[src/include/ssa_consts.svh]
// Constants for the stereo serial audio input port and its source
// Overview of operation
// Samples are twos complement, MSB first
// Left channel field precedes right channel field
// Mode input selects LJ, I2S, RJ, DSP
// Non-RJ modes take up to 24 bits, discard extras
// RJ word length 16/20/24 from bits 1:0
// Word length resets to 24 bits
// Source sends exactly 64 bit clocks per RJ frame
// LJ: sync high left, rising-edge sampling
// LJ: MSB in first slot after transition
// I2S: sync low left, rising-edge sampling
// I2S: MSB one bit clock after transition
// RJ: sync high left, data delayed 8/12/16
// DSP: sync pulses high before each MSB
// DSP: falling-edge sampling, up to 24 bits
// DSP: first pulse carries left, alternation kept
// Sync at sample rate, DSP at twice
// Bit clock 64 times sync rate; in DSP mode the source gives 32 bit clocks per sync pulse
// Words left aligned, zero filled, parallel out
`ifndef SSA_CONSTS_SVH
`define SSA_CONSTS_SVH

`define SSA_MAX_BITS       24
`define SSA_SLOTS_FRAME    64
`define SSA_WL_24          2'h0
`define SSA_WL_20          2'h1
`define SSA_WL_16          2'h2
`define SSA_WL_RESET       2'h0
`define SSA_WL_FIELD_MSB   1
`define SSA_WL_FIELD_LSB   0
`define SSA_RJ_DELAY_24    6'h08
`define SSA_RJ_DELAY_20    6'h0c
`define SSA_RJ_DELAY_16    6'h10
`define SSA_CLK_PERIOD_NS  100
`define SSA_BCLK_PERIOD_NS 800
`define SSA_BCLK_HALF      (`SSA_BCLK_PERIOD_NS / (2 * `SSA_CLK_PERIOD_NS))

`endif

[src/include/ssa_pkg.sv]
// Types shared by both ends of the serial audio link
package ssa_pkg;

  typedef enum logic [1:0] {
    SSA_MODE_LJ,
    SSA_MODE_I2S,
    SSA_MODE_RJ,
    SSA_MODE_DSP
  } ssa_mode_t;

  typedef logic [23:0] ssa_word_t;

endpackage

[src/include/ssa_if.sv]
// Three-wire serial audio link between source and port
`timescale 1ns/1ps
`default_nettype none

interface ssa_if;
  logic frame_sync;
  logic bit_clk;
  logic ser_data;

  modport src (
    output frame_sync,
    output bit_clk,
    output ser_data
  );

  modport dev (
    input frame_sync,
    input bit_clk,
    input ser_data
  );
endinterface

`default_nettype wire

[src/rtl/ssa_dev_end.sv]
// Serial audio input port: deserialises left and right samples
`timescale 1ns/1ps
`default_nettype none
`include "ssa_consts.svh"

module ssa_dev_end (
  input  wire logic               i_core_clk,
  input  wire logic               i_rstn,
  ssa_if.dev                      link,
  input  wire ssa_pkg::ssa_mode_t i_mode,
  input  wire logic [1:0]         i_word_len,
  output ssa_pkg::ssa_word_t      o_sample,
  output logic                    o_left,
  output logic                    o_valid
);

  ////////////////////////////////////////////////////////////////////////////
  // Pin synchronisers
  logic [2:0] bc_sy;
  logic [1:0] fs_sy;
  logic [1:0] sd_sy;
  logic [2:0] next_bc_sy;
  logic [1:0] next_fs_sy;
  logic [1:0] next_sd_sy;

  always_comb begin
    next_bc_sy = {bc_sy[1:0], link.bit_clk};
    next_fs_sy = {fs_sy[0], link.frame_sync};
    next_sd_sy = {sd_sy[0], link.ser_data};
  end

  always_ff @(posedge i_core_clk or negedge i_rstn) begin
    if (!i_rstn) begin
      bc_sy <= 3'h7;
      fs_sy <= 2'h0;
      sd_sy <= 2'h0;
    end else begin
      bc_sy <= next_bc_sy;
      fs_sy <= next_fs_sy;
      sd_sy <= next_sd_sy;
    end
  end

  ////////////////////////////////////////////////////////////////////////////
  // Control latches
  ssa_pkg::ssa_mode_t mode_q, next_mode_q;
  logic [1:0]         wl_q, next_wl_q;

  always_comb begin
    next_mode_q = i_mode;
    next_wl_q = i_word_len[`SSA_WL_FIELD_MSB:`SSA_WL_FIELD_LSB];
  end

  always_ff @(posedge i_core_clk or negedge i_rstn) begin
    if (!i_rstn) begin
      mode_q <= ssa_pkg::SSA_MODE_LJ;
      wl_q <= `SSA_WL_RESET;
    end else begin
      mode_q <= next_mode_q;
      wl_q <= next_wl_q;
    end
  end

  ////////////////////////////////////////////////////////////////////////////
  // Framing and shift assembly
  logic               fs_prev, next_fs_prev;
  logic               synced, next_synced;
  logic               cur_left, next_cur_left;
  logic               dsp_left, next_dsp_left;
  logic               cap_en, next_cap_en;
  logic [5:0]         slot, next_slot;
  logic [4:0]         nbits, next_nbits;
  ssa_pkg::ssa_word_t acc, next_acc;
  ssa_pkg::ssa_word_t sample, next_sample;
  logic               left_o, next_left_o;
  logic               valid, next_valid;

  always_comb begin
    logic       rise;
    logic       fall;
    logic       edge_hit;
    logic       bnd;
    logic       start;
    logic       take;
    logic       fs_s;
    logic [5:0] d;
    rise = bc_sy[1] & ~bc_sy[2];
    fall = ~bc_sy[1] & bc_sy[2];
    edge_hit = 1'b0;
    bnd = 1'b0;
    start = 1'b0;
    take = 1'b0;
    fs_s = fs_sy[1];
    d = `SSA_RJ_DELAY_24;
    next_fs_prev = fs_prev;
    next_synced = synced;
    next_cur_left = cur_left;
    next_dsp_left = dsp_left;
    next_cap_en = cap_en;
    next_slot = slot;
    next_nbits = nbits;
    next_acc = acc;
    next_sample = sample;
    next_left_o = left_o;
    next_valid = 1'b0;
    case (wl_q)
      `SSA_WL_20: d = `SSA_RJ_DELAY_20;
      `SSA_WL_16: d = `SSA_RJ_DELAY_16;
      default:    d = `SSA_RJ_DELAY_24;
    endcase
    edge_hit = (mode_q == ssa_pkg::SSA_MODE_DSP) ? fall : rise;
    if (edge_hit) begin
      next_fs_prev = fs_s;
      if (mode_q == ssa_pkg::SSA_MODE_DSP) begin
        bnd = fs_s & ~fs_prev;
        start = ~fs_s & fs_prev;
      end else begin
        bnd = fs_s ^ fs_prev;
      end
      // Hand over the finished word at each boundary after the first, if any bits were taken
      if (bnd && synced && nbits != 5'd0) begin
        next_sample = acc;
        next_left_o = cur_left;
        next_valid = 1'b1;
      end
      if (bnd) begin
        next_acc = '0;
        next_nbits = 5'd0;
        next_synced = 1'b1;
        next_slot = 6'h00;
        if (mode_q == ssa_pkg::SSA_MODE_DSP) begin
          next_cur_left = dsp_left;
          next_dsp_left = ~dsp_left;
          next_cap_en = 1'b0;
        end else if (mode_q == ssa_pkg::SSA_MODE_I2S) begin
          next_cur_left = ~fs_s;
        end else begin
          next_cur_left = fs_s;
        end
      end else if (start) begin
        next_slot = 6'h00;
        next_cap_en = synced;
      end else if (slot != 6'h3f) begin
        next_slot = slot + 6'h01;
      end
      case (mode_q)
        ssa_pkg::SSA_MODE_LJ:  take = 1'b1;
        ssa_pkg::SSA_MODE_I2S: take = (next_slot >= 6'h01);
        ssa_pkg::SSA_MODE_RJ:  take = (next_slot >= d);
        default:               take = next_cap_en & ~fs_s;
      endcase
      // Bits beyond the limit are dropped silently
      if (take && next_synced && next_nbits < 5'(`SSA_MAX_BITS)) begin
        next_acc[5'd23 - next_nbits] = sd_sy[1];
        next_nbits = next_nbits + 5'd1;
      end
    end
  end

  always_ff @(posedge i_core_clk or negedge i_rstn) begin
    if (!i_rstn) begin
      fs_prev <= 1'b0;
      synced <= 1'b0;
      cur_left <= 1'b1;
      dsp_left <= 1'b1;
      cap_en <= 1'b0;
      slot <= 6'h00;
      nbits <= 5'd0;
      acc <= '0;
      sample <= '0;
      left_o <= 1'b0;
      valid <= 1'b0;
    end else begin
      fs_prev <= next_fs_prev;
      synced <= next_synced;
      cur_left <= next_cur_left;
      dsp_left <= next_dsp_left;
      cap_en <= next_cap_en;
      slot <= next_slot;
      nbits <= next_nbits;
      acc <= next_acc;
      sample <= next_sample;
      left_o <= next_left_o;
      valid <= next_valid;
    end
  end

  assign o_sample = sample;
  assign o_left = left_o;
  assign o_valid = valid;

endmodule

`default_nettype wire

[src/flat_wrapper.sv]
// flat-port wrapper written by rule: the top's interface ports become plain ports
module ssa_dev_end_flat 
  (i_core_clk, i_rstn, i_mode, i_word_len, o_sample, o_left, o_valid, link_frame_sync, link_bit_clk, link_ser_data);
  ssa_if link_i ();
  input  wire logic i_core_clk;
  input  wire logic i_rstn;
  input  wire ssa_pkg::ssa_mode_t i_mode;
  input  wire logic [1:0] i_word_len;
  output ssa_pkg::ssa_word_t o_sample;
  output logic o_left;
  output logic o_valid;
  input wire logic [$bits(link_i.frame_sync)-1:0] link_frame_sync;
  input wire logic [$bits(link_i.bit_clk)-1:0] link_bit_clk;
  input wire logic [$bits(link_i.ser_data)-1:0] link_ser_data;
  assign link_i.frame_sync = link_frame_sync;
  assign link_i.bit_clk = link_bit_clk;
  assign link_i.ser_data = link_ser_data;
  ssa_dev_end u_core (.i_core_clk(i_core_clk), .i_rstn(i_rstn), .link(link_i), .i_mode(i_mode), .i_word_len(i_word_len), .o_sample(o_sample), .o_left(o_left), .o_valid(o_valid));
endmodule
[config.mk]
export PLATFORM = sky130hd
export DESIGN_NAME = ssa_dev_end_flat
export DESIGN_NICKNAME = d
export VERILOG_FILES = /design/src/include/ssa_pkg.sv /design/src/include/ssa_if.sv /design/src/rtl/ssa_dev_end.sv /design/src/flat_wrapper.sv
export VERILOG_INCLUDE_DIRS = /design/src /design/src/include
export SDC_FILE = /design/constraint.sdc
export NUM_CORES = 1
export LEC_CHECK = 0
export BUFFER_PORTS_ARGS = -buffer_cell sky130_fd_sc_hd__buf_4
export CORE_MARGIN = 1.5
export CORE_UTILIZATION = 64
export CTS_BUF_LIST = sky130_fd_sc_hd__clkbuf_16
export DETAILED_ROUTE_END_ITERATION = 10
export PLACE_DENSITY = 0.85
export SYNTH_ARGS = -nofsm -noshare
export SYNTH_HDL_FRONTEND = slang
export SYNTH_SLANG_ARGS = --single-unit
export TNS_END_PERCENT = 10
[constraint.sdc]
create_clock -name i_core_clk -period 10.16 [get_ports i_core_clk]
set_clock_uncertainty 0.2 [all_clocks]
set_input_delay 1.524 -clock i_core_clk [delete_from_list [all_inputs] [get_ports i_core_clk]]
set_output_delay 1.524 -clock i_core_clk [all_outputs]
set_load 0.005 [all_outputs]
==> metrics.yaml, run 1 <==
run_status:
  status: "completed"
worst_setup_path:
  r2r-end: "u_core.o_sample[11]"
  reg2reg_slack_ns: 6.06
  crit_fanout: 17
  cp-end-kind: "flip-flop"
  path_class: "reg2reg"
  cp_slowest_stage_delay_ns: 0.95
  start_kind: "flip-flop"
  worst_path_max_delay_cell: "o21bai_1"
  r2r_start: "u_core.mode_q[1]"
  path_buf_inv: 1
  cp.arrival_ns: 4.11
  reg2regPathDepth: 7
  path_delay_family: "simple AND/OR/NAND/NOR gates"
  path_common_cell: "nand2_1"
  path_cells: "nand2_1, nand2_1, o21bai_1, nand2_1, nor2_2, buf_4, mux2_2"
  critical_path_required_ns: 10.17
cts:
  cts_hold_buf: 0
  cts_resized: 0
  cts_buffer_depth: 2
  cts_setup_buffers: 0
  root_buffer: "clkbuf_16"
  insertion_delay_ns: 0.33
  clock-sinks: 77
  cts_tree: "built"
  cts_buffers: 9
  clk_pin_slew_worst_paths_ns: 0.06
  htree_levels: 3
synth:
  syn-instance-count: 362
  synth_fp_nets: 381
  synthDistinctLibCells: 57
  synth_top_family_by_area: "simple AND/OR/NAND/NOR gates"
  async_reset_ff_share_pct: 100
  synthesis.area_mm2: 0.00381
  synthDominantCellAreaShare_pct: 47.3
  yosys.area_share.adder_pct: 3.29
  synth_flop_cell: "dfrtp_1"
  synth_enable_flop_cells: 0
  ys_seq_elements: 77
  synth_seq_area_share_pct: 50.8
  synthMuxAreaShare_pct: 9.23
  synth_top_cells_by_area: "dfrtp_1, mux2_2, nand2_1"
  synthesis.yosys.warnings: 0
  synth-compound-area-share_pct: 14.7
  synth-xor-area-share_pct: 0.920
  syn_area_per_cell_um2: 10.5
  synth_simple_gate_area_share_pct: 17.6
  yosysTopAreaCell: "dfrtp_1"
run:
  drv_cap: 0
hold_path:
  hold_class: "reg2reg"
  min_from: "u_core.sd_sy[0]"
  min_delay_path_depth: 0
  hold_end: "u_core.sd_sy[1]"
cells_and_area:
  antennaDiodeCount: 0
  final_core_util_pct: 78.2
  nets: 410
  area_growth_pct: 15.2
  drive_above_1_share_pct: 24.0
global_route:
  grt_max_degree: 78
  grt-ovfl-total: 0
  antenna_found_initial: 0
  first_global_vias: 2913
  grt_usage_pct: 30.6
  grt_pass1_wl_mm: 14.7
route:
  routed_wl_mm: 8.88
  vias_per_cell: 6.55
  firstDrtPassIters: 7
  ant_nets: 0
  drc: 0
  dr_total_vias: 3065
  drt_iter0_drc: 303
  wl_per_cell_um: 19.0
timing:
  finalCritPeriodShare_pct: 40.3
  max_freq_mhz: 244
  setup-violations-final: 0
  slew_violations: 0
  rsz0062_at_grt: "false"
  finalSetupTns_ns: 0
  worstMarginPinSlew_ns: 1.22
  maxSlewHeadroom_pct: 18.2
  timing.hold.ws_ns: 0.146
  hold_violations: 0
  layout_min_cycle_time_ns: 4.10
power:
  p_leak_nw: 2.05
  irDropWorstVdd_mv: 0.134
  p_per_area_mw_per_mm2: 203
die:
  fp.dieW_um: 80.1
  die_area_mm2: 0.00642
  ioPinCount: 35
  dieHeight_um: 80.1
  fp-row-count: 27
  core_area_mm2: 0.00561
  start_util_pct: 67.9
placed_design:
  place.gp.congestion: 0.971
  dpl.hpwl_mm: 5.51
  port_buffers: 34
## worst register-to-register path, cell delays in order, from the launching register on
cell      delay [ns]
dfrtp_1         0.45
nand2_1         0.22
nand2_1         0.10
o21bai_1        0.95
nand2_1         0.65
nor2_2          0.66
buf_4           0.36
mux2_2          0.39
## logic make-up (layout without fill, tap and decap cells)
| kind of cell | count (synthesis) | count (layout) |
|---|---|---|
| AND/OR/NAND/NOR | 137 | 137 |
| flip-flops | 77 | 77 |
| AO/OA/AOI/OAI | 75 | 75 |
| multiplexers | 32 | 32 |
| buffers and inverters | 27 | 61 |
| adder cells (fa/ha/maj) | 10 | 10 |
| XOR/XNOR | 4 | 4 |
## Yosys cell counts (all sizes together), types with 6 or more instances
cell type	number
mux2i	7
inv	8
buf	10
nand2	61
o21ai	23
clkbuf	9
mux2	25
a32oi	15
and3	6
nor3	6
nor2	17
nand3	12
nor4	11
ha	10
dfrtp	72
## cells in the final DEF (no fill, tap or decap), types with 4 or more instances in the layout
cell,Yosys,routed
nand2_1,60,60
a41oi_1,4,4
ha_1,10,10
and3_1,6,6
nor3_1,6,6
nor2b_1,5,5
nand2b_1,5,5
buf_4,2,37
clkbuf_16,0,9
mux2_2,25,25
inv_1,8,8
dfstp_2,5,5
a21oi_1,5,5
o21ai_0,10,10
nor4_1,11,11
o211ai_1,5,5
o21ai_1,13,13
a32oi_1,15,15
mux2i_1,7,7
nor2_1,16,16
nand3_1,12,12
dfrtp_1,72,72
## final cells by class
cell class / instances / area [µm²]
flip-flops and latches: 77 / 1930
multi-input cells: 258 / 1740
fillers: 358 / 1220
clock buffers: 9 / 225
clock inverters: 7 / 90.1
repair buffers: 37 / 278
well taps: 72 / 90.1
inverters: 8 / 30.0
## stage by stage
| stage | setup slack, ns | std cells | power [mW] | instance area, µm² |
|---|---|---|---|---|
| finish | 6.06 | 468 | 0.893 | 4390 |
| global route | 5.76 | 468 | 0.931 | 4390 |
| CTS | 6.11 | 468 | 0.893 | 4390 |
| detailed placement | 6.17 | 452 | 0.554 | 4070 |
| global placement | 6.33 | 452 | 0.544 | 4070 |
| floorplan | 6.93 | 362 | 0.493 | 3810 |
## state kept, by name (all words and copies together) (netlist names), 2 cells and up
register	count
u_core.nbits	5
u_core.sd_sy	2
u_core.slot	6
u_core.wl_q	2
u_core.o_sample	24
u_core.mode_q	2
u_core.fs_sy	2
u_core.bc_sy	3
u_core.acc	24
## how the worst max path moves through the flow
| stage | start | end | slack (ns) | cells past startpoint |
|---|---|---|---|---|
| 2_1_floorplan | u_core.fs_sy[1] | u_core.acc[17] | 6.93 | 15 |
| 3_3_place_gp | u_core.mode_q[1] | u_core.o_sample[12] | 6.33 | 7 |
| 3_5_place_dp | u_core.mode_q[1] | u_core.o_sample[11] | 6.17 | 7 |
| 4_1_cts | u_core.mode_q[1] | u_core.o_sample[11] | 6.11 | 7 |
| 5_1_grt | u_core.mode_q[0] | u_core.o_sample[11] | 5.76 | 7 |
| 6_report | u_core.mode_q[1] | u_core.o_sample[11] | 6.06 | 7 |
## routing by layer
layer	vias to the layer above	global-route usage, %	routed length [µm]
met4	0	12.4	156
met5	-	0	0
met1	1482	40.2	3750
li1	1386	-	-
met2	173	50.3	4380
met3	24	5.11	601
## power breakdown
| part | total (mW) | switching, mW | leakage, nW | internal [mW] |
|---|---|---|---|---|
| clock network | 0.336 | 0.122 | 0.151 | 0.214 |
| registers | 0.387 | 0.0368 | 1.00 | 0.350 |
| logic | 0.170 | 0.0936 | 0.899 | 0.0761 |
| total | 0.893 | 0.253 | 2.05 | 0.640 |
No activity file was read; power rests on OpenSTA's default activity.
==> run 2, diff against run 1 <==
--- a/config.mk
+++ b/config.mk
@@ -8,10 +8,10 @@
 export LEC_CHECK = 0
 export BUFFER_PORTS_ARGS = -buffer_cell sky130_fd_sc_hd__buf_4
 export CORE_MARGIN = 1.5
-export CORE_UTILIZATION = 64
+export CORE_UTILIZATION = 59
 export CTS_BUF_LIST = sky130_fd_sc_hd__clkbuf_16
 export DETAILED_ROUTE_END_ITERATION = 10
-export PLACE_DENSITY = 0.85
+export PLACE_DENSITY = 0.79
 export SYNTH_ARGS = -nofsm -noshare
 export SYNTH_HDL_FRONTEND = slang
 export SYNTH_SLANG_ARGS = --single-unit
==> constraint.sdc (replaced) <==
create_clock -name i_core_clk -period 4 [get_ports i_core_clk]
set_clock_uncertainty 0.2 [all_clocks]
set_input_delay 0.6 -clock i_core_clk [delete_from_list [all_inputs] [get_ports i_core_clk]]
set_output_delay 0.6 -clock i_core_clk [all_outputs]
set_load 0.005 [all_outputs]
==> metrics.yaml, run 2 (synthesis gave the netlist of run 1 again) <==
power:
  switching_share_pct: 28.9
  p_leak_nw: 2.04
  pwr-share-comb_pct: 19.4
  clkPwrFrac_pct: 36.4
  irDropWorstVdd_mv: 0.416
  p_sw_mw: 0.637
  p_per_area_mw_per_mm2: 502
  seq_power_share_pct: 44.2
  power.internal_mw: 1.57
global_route:
  grt-ovfl-total: 0
  first_global_vias: 2856
  grt_max_degree: 78
  grt_usage_pct: 25.7
  grt_pass1_wl_mm: 14.1
  antenna_found_initial: 0
route:
  vias_per_cell: 6.23
  dr_total_vias: 2955
  drt_iter0_drc: 239
  firstDrtPassIters: 5
  wl_per_cell_um: 17.3
  ant_nets: 0
  routed_wl_mm: 8.18
  drc: 0
cts:
  root_buffer: "clkbuf_16"
  clock-sinks: 77
  cts_hold_buf: 0
  htree_levels: 3
  insertion_delay_ns: 0.33
  clk_pin_slew_worst_paths_ns: 0.06
  cts_tree: "built"
  cts_buffer_depth: 2
  cts_buffers: 9
worst_setup_path:
  path_common_cell: "ha_1"
  r2r_start: "u_core.fs_sy[1]"
  r2r-end: "u_core.acc[23]"
  critical_path_required_ns: 4.02
  reg2reg_slack_ns: 0.36
  cp.arrival_ns: 3.65
  worst_path_max_delay_cell: "or3b_1"
  path_class: "reg2reg"
  reg2regPathDepth: 11
  crit_fanout: 17
  startpoint: "u_core.fs_sy[1]"
  cp_slowest_stage_delay_ns: 0.46
  start_kind: "flip-flop"
  cp-end-kind: "flip-flop"
  path_cells: "ha_1, a21boi_1, nor2_1, a311oi_1, ha_1, nand3_1, o2111ai_1, or3b_1, nand2_4, nor3_1, a221o_1"
placed_design:
  place_area_mm2: 0.00409
  port_buffers: 34
  place.gp.congestion: 0.915
  dpl.hpwl_mm: 5.26
timing:
  max_freq_mhz: 275
  layout_min_cycle_time_ns: 3.64
  hold_violations: 0
  finalSetupTns_ns: 0
  finalCritPeriodShare_pct: 91.0
  rsz0062_at_grt: "false"
  slew_violations: 0
  worstMarginPinSlew_ns: 0.944
  setup-violations-final: 0
  maxSlewHeadroom_pct: 37.0
die:
  fp-row-count: 29
  dieHeight_um: 83.3
  fp.dieW_um: 83.3
  ioPinCount: 35
  start_util_pct: 60.7
  die_area_mm2: 0.00695
  core_area_mm2: 0.00628
cells_and_area:
  area_growth_pct: 15.3
  final_area_mm2: 0.00439
  seqCellArea_mm2: 0.00193
  nets: 411
  final_cell_mix: "dfrtp_1, nand2_1, buf_4"
  final_common_cell: "dfrtp_1"
  nFillCells: 488
  antennaDiodeCount: 0
  multi_input_area_mm2: 0.00175
  drive_above_1_share_pct: 23.9
run_status:
  status: "completed"
run:
  drv_cap: 0
hold_path:
  hold_end: "u_core.sd_sy[1]"
  min_from: "u_core.sd_sy[0]"
  hold_class: "reg2reg"
  min_delay_path_depth: 0
run 2: cell types whose count changed in the layout (fill, tap and decap cells not counted), sizes merged:
cell and change:
buf +1, bufinv -1, clkinv -1, clkinvlp +1, inv +1
run 2: area by class of cell:
class                      count  area share, %
timing repair buffer          38           6.50
clock inverter                 7           1.68
clock buffer                   9           5.13
sequential                    77           44.0
tap                           77           2.19
multi-input combinational    258           39.8
inverter                       8          0.684
run 2: power by group through the flow:
stage / sequential, mW / clock (mW) / combinational [mW]
global route: 0.988 / 0.849 / 0.475
detailed placement: 0.985 / 0 / 0.419
finish: 0.975 / 0.803 / 0.427
CTS: 0.973 / 0.814 / 0.425
floorplan: 0.963 / 0 / 0.289
global placement: 0.977 / 0 / 0.408
run 2: critical path, delay by kind of cell (launching register included):
kind | cells | cell delay (ns)
AO/OA/AOI/OAI | 4 | 1.20
AND/OR/NAND/NOR | 5 | 1.06
adder cells (fa/ha/maj) | 2 | 0.63
flip-flops | 1 | 0.43
run 2: worst max path at each step:
stage | end | slack [ns] | depth (start not counted)
2_1_floorplan | u_core.acc[17] | 0.77 | 15
3_3_place_gp | u_core.acc[23] | 0.58 | 13
3_5_place_dp | u_core.acc[23] | 0.42 | 12
4_1_cts | u_core.acc[23] | 0.28 | 11
5_1_grt | u_core.acc[23] | 0.10 | 12
6_report | u_core.acc[23] | 0.36 | 11
run 2: per-layer routing:
metal  global-route usage, %  part of all wire, %  wire (µm)  vias up
met5                       0                    0          0        -
met4                    8.79                 0.86         70        0
met3                    5.96                  6.3        515        6
met2                    39.6                   48       3930      113
met1                    36.0                   45       3660     1451
li1                        -                    -          -     1385
run 2: what timing repair did:
action	in CTS	in global routing
gates resized for setup	0	1
endpoints found under the setup margin	0	1
buffers inserted	0	0
run 2: through the flow:
stage	hold slack (ns)	std cells	utilization (%)	worst slack, ns	power, mW
3_5_place_dp	0.136	458	65.1	0.417	1.40
3_3_place_gp	0.132	458	65.1	0.578	1.39
2_1_floorplan	0.104	362	-	0.770	1.25
6_report	0.147	474	69.9	0.361	2.20
4_1_cts	0.149	474	69.9	0.281	2.21
5_1_grt	0.157	474	69.9	0.103	2.31
==> run 3, diff against run 2 <==
==> constraint.sdc (replaced) <==
create_clock -name i_core_clk -period 3.4 [get_ports i_core_clk]
set_clock_uncertainty 0.2 [all_clocks]
set_input_delay 0.51 -clock i_core_clk [delete_from_list [all_inputs] [get_ports i_core_clk]]
set_output_delay 0.51 -clock i_core_clk [all_outputs]
set_load 0.005 [all_outputs]
==> metrics.yaml, run 3 (synthesis gave the netlist of run 1 again) <==
cells_and_area:
  final_core_util_pct: 71.7
  final_common_cell: "dfrtp_1"
  layoutNonFillerInstCount: 482
  multi_input_area_mm2: 0.00181
  area_growth_pct: 18.2
  final_cell_mix: "dfrtp_1, nand2_1, buf_4"
  seqCellArea_mm2: 0.00194
  nFillCells: 458
  drive_above_1_share_pct: 29.4
  antennaDiodeCount: 0
  nets: 419
worst_setup_path:
  crit_fanout: 15
  path_class: "reg2reg"
  critical_path_required_ns: 3.41
  cp-end-kind: "flip-flop"
  cp.arrival_ns: 3.28
  start_kind: "flip-flop"
run:
  drv_cap: 0
hold_path:
  hold_class: "in2reg"
die:
  start_util_pct: 60.7
  ioPinCount: 35
  die_area_mm2: 0.00695
  fp-row-count: 29
  dieHeight_um: 83.3
  core_area_mm2: 0.00628
  fp.dieW_um: 83.3
cts:
  htree_levels: 3
  cts_tree: "built"
  root_buffer: "clkbuf_16"
  clock-sinks: 77
  cts_buffer_depth: 2
  cts_buffers: 9
  insertion_delay_ns: 0.33
  clk_pin_slew_worst_paths_ns: 0.06
placed_design:
  dp.cells: 464
  place.gp.congestion: 0.943
  port_buffers: 34
  dpl.hpwl_mm: 5.55
  pre_cts_slack_ns: -0.0960
timing:
  worstMarginPinSlew_ns: 0.938
  rsz0062_at_grt: "true"
  layout_min_cycle_time_ns: 3.27
  maxSlewHeadroom_pct: 37.4
  finalCritPeriodShare_pct: 96.2
  slew_violations: 0
  max_freq_mhz: 306
  timing.hold.ws_ns: 0.0801
  finalSetupTns_ns: 0
  setup_ws_ns: 0.129
  hold_violations: 0
  setup-violations-final: 0
global_route:
  grt_max_degree: 78
  first_global_vias: 2848
  grt_usage_pct: 25.3
  antenna_found_initial: 0
  grt-ovfl-total: 0
  grt_pass1_wl_mm: 13.8
route:
  firstDrtPassIters: 5
  routed_wl_mm: 8.59
  vias_per_cell: 6.26
  ant_nets: 0
  drc: 0
  dr_total_vias: 3016
  drt_iter0_drc: 305
  wl_per_cell_um: 17.8
power:
  irDropWorstVdd_mv: 0.434
  p_leak_nw: 2.08
  p_per_area_mw_per_mm2: 573
run_status:
  status: "completed"
-- run 3: cell count changes in the layout (fill, tap and decap cells not counted), sizes merged --
cell,change
bufinv,-1
clkinv,-2
and2,+1
clkinvlp,+1
inv,+2
buf,+7
-- run 3: final cells by class --
type                    count  share of cell area [%]
multi-input cells         259                    40.2
flip-flops and latches     77                    43.0
repair buffers             45                    7.78
clock buffers               9                    5.00
well taps                  77                    2.14
clock inverters             7                    1.25
inverters                   8                   0.667
-- run 3: worst max-delay path, cell delays in order (launching register included) --
cell and delay, ns:
dfrtp_1 0.41, inv_1 0.06, ha_2 0.20, and4bb_2 0.36, nor2_4 0.07, a21oi_2 0.15
ha_1 0.26, nor2b_1 0.14, o21ai_1 0.14, o2111ai_2 0.15, or3b_4 0.45, and2_4 0.24
a32oi_1 0.21, o21ai_1 0.10
-- run 3: worst paths after layout --
kind / start / end / slack [ns] / depth (start not counted)
worst max-delay path: u_core.fs_sy[1] / u_core.acc[10] / 0.13 / 13
worst min-delay path: i_word_len[0] / u_core.wl_q[0] / 0.08 / 1
worst max register to register: u_core.fs_sy[1] / u_core.acc[10] / 0.13 / 13
worst min register to register: u_core.fs_sy[0] / u_core.fs_sy[1] / 0.15 / 0
max in group asynchronous: i_rstn / u_core.slot[1] / 2.22 / 1
min in group asynchronous: i_rstn / u_core.o_sample[15] / 0.12 / 1
-- run 3: where the power goes --
group | leakage, nW | internal, mW | total, mW | switching, mW
registers | 0.999 | 1.05 | 1.15 | 0.0976
clock network | 0.125 | 0.501 | 0.899 | 0.398
logic | 0.952 | 0.251 | 0.536 | 0.285
-- run 3: what timing repair did --
item	4_1_cts	5_1_grt
hold buffers	0	0
setup endpoints to repair	22	29
buffers inserted	0	1
resized for setup	2	17
cloned	0	1
pin swaps	0	4
-- run 3: per-stage QoR --
stage	total power, mW	area (µm²)
global placement	1.64	4140
CTS	2.56	4430
global route	2.69	4500
detailed placement	1.67	4140
finish	2.58	4500
floorplan	1.47	3810
-- run 3: layer usage --
metal  track usage, %  share of wire [%]  wire length, µm  up-vias
li1                 -                  -                -     1399
met1             36.4                 45             3880     1478
met2             38.0                 47             4040      124
met3             4.27                5.8              496       15
met4             11.4                1.9              166        0
met5                0                  0                0        -
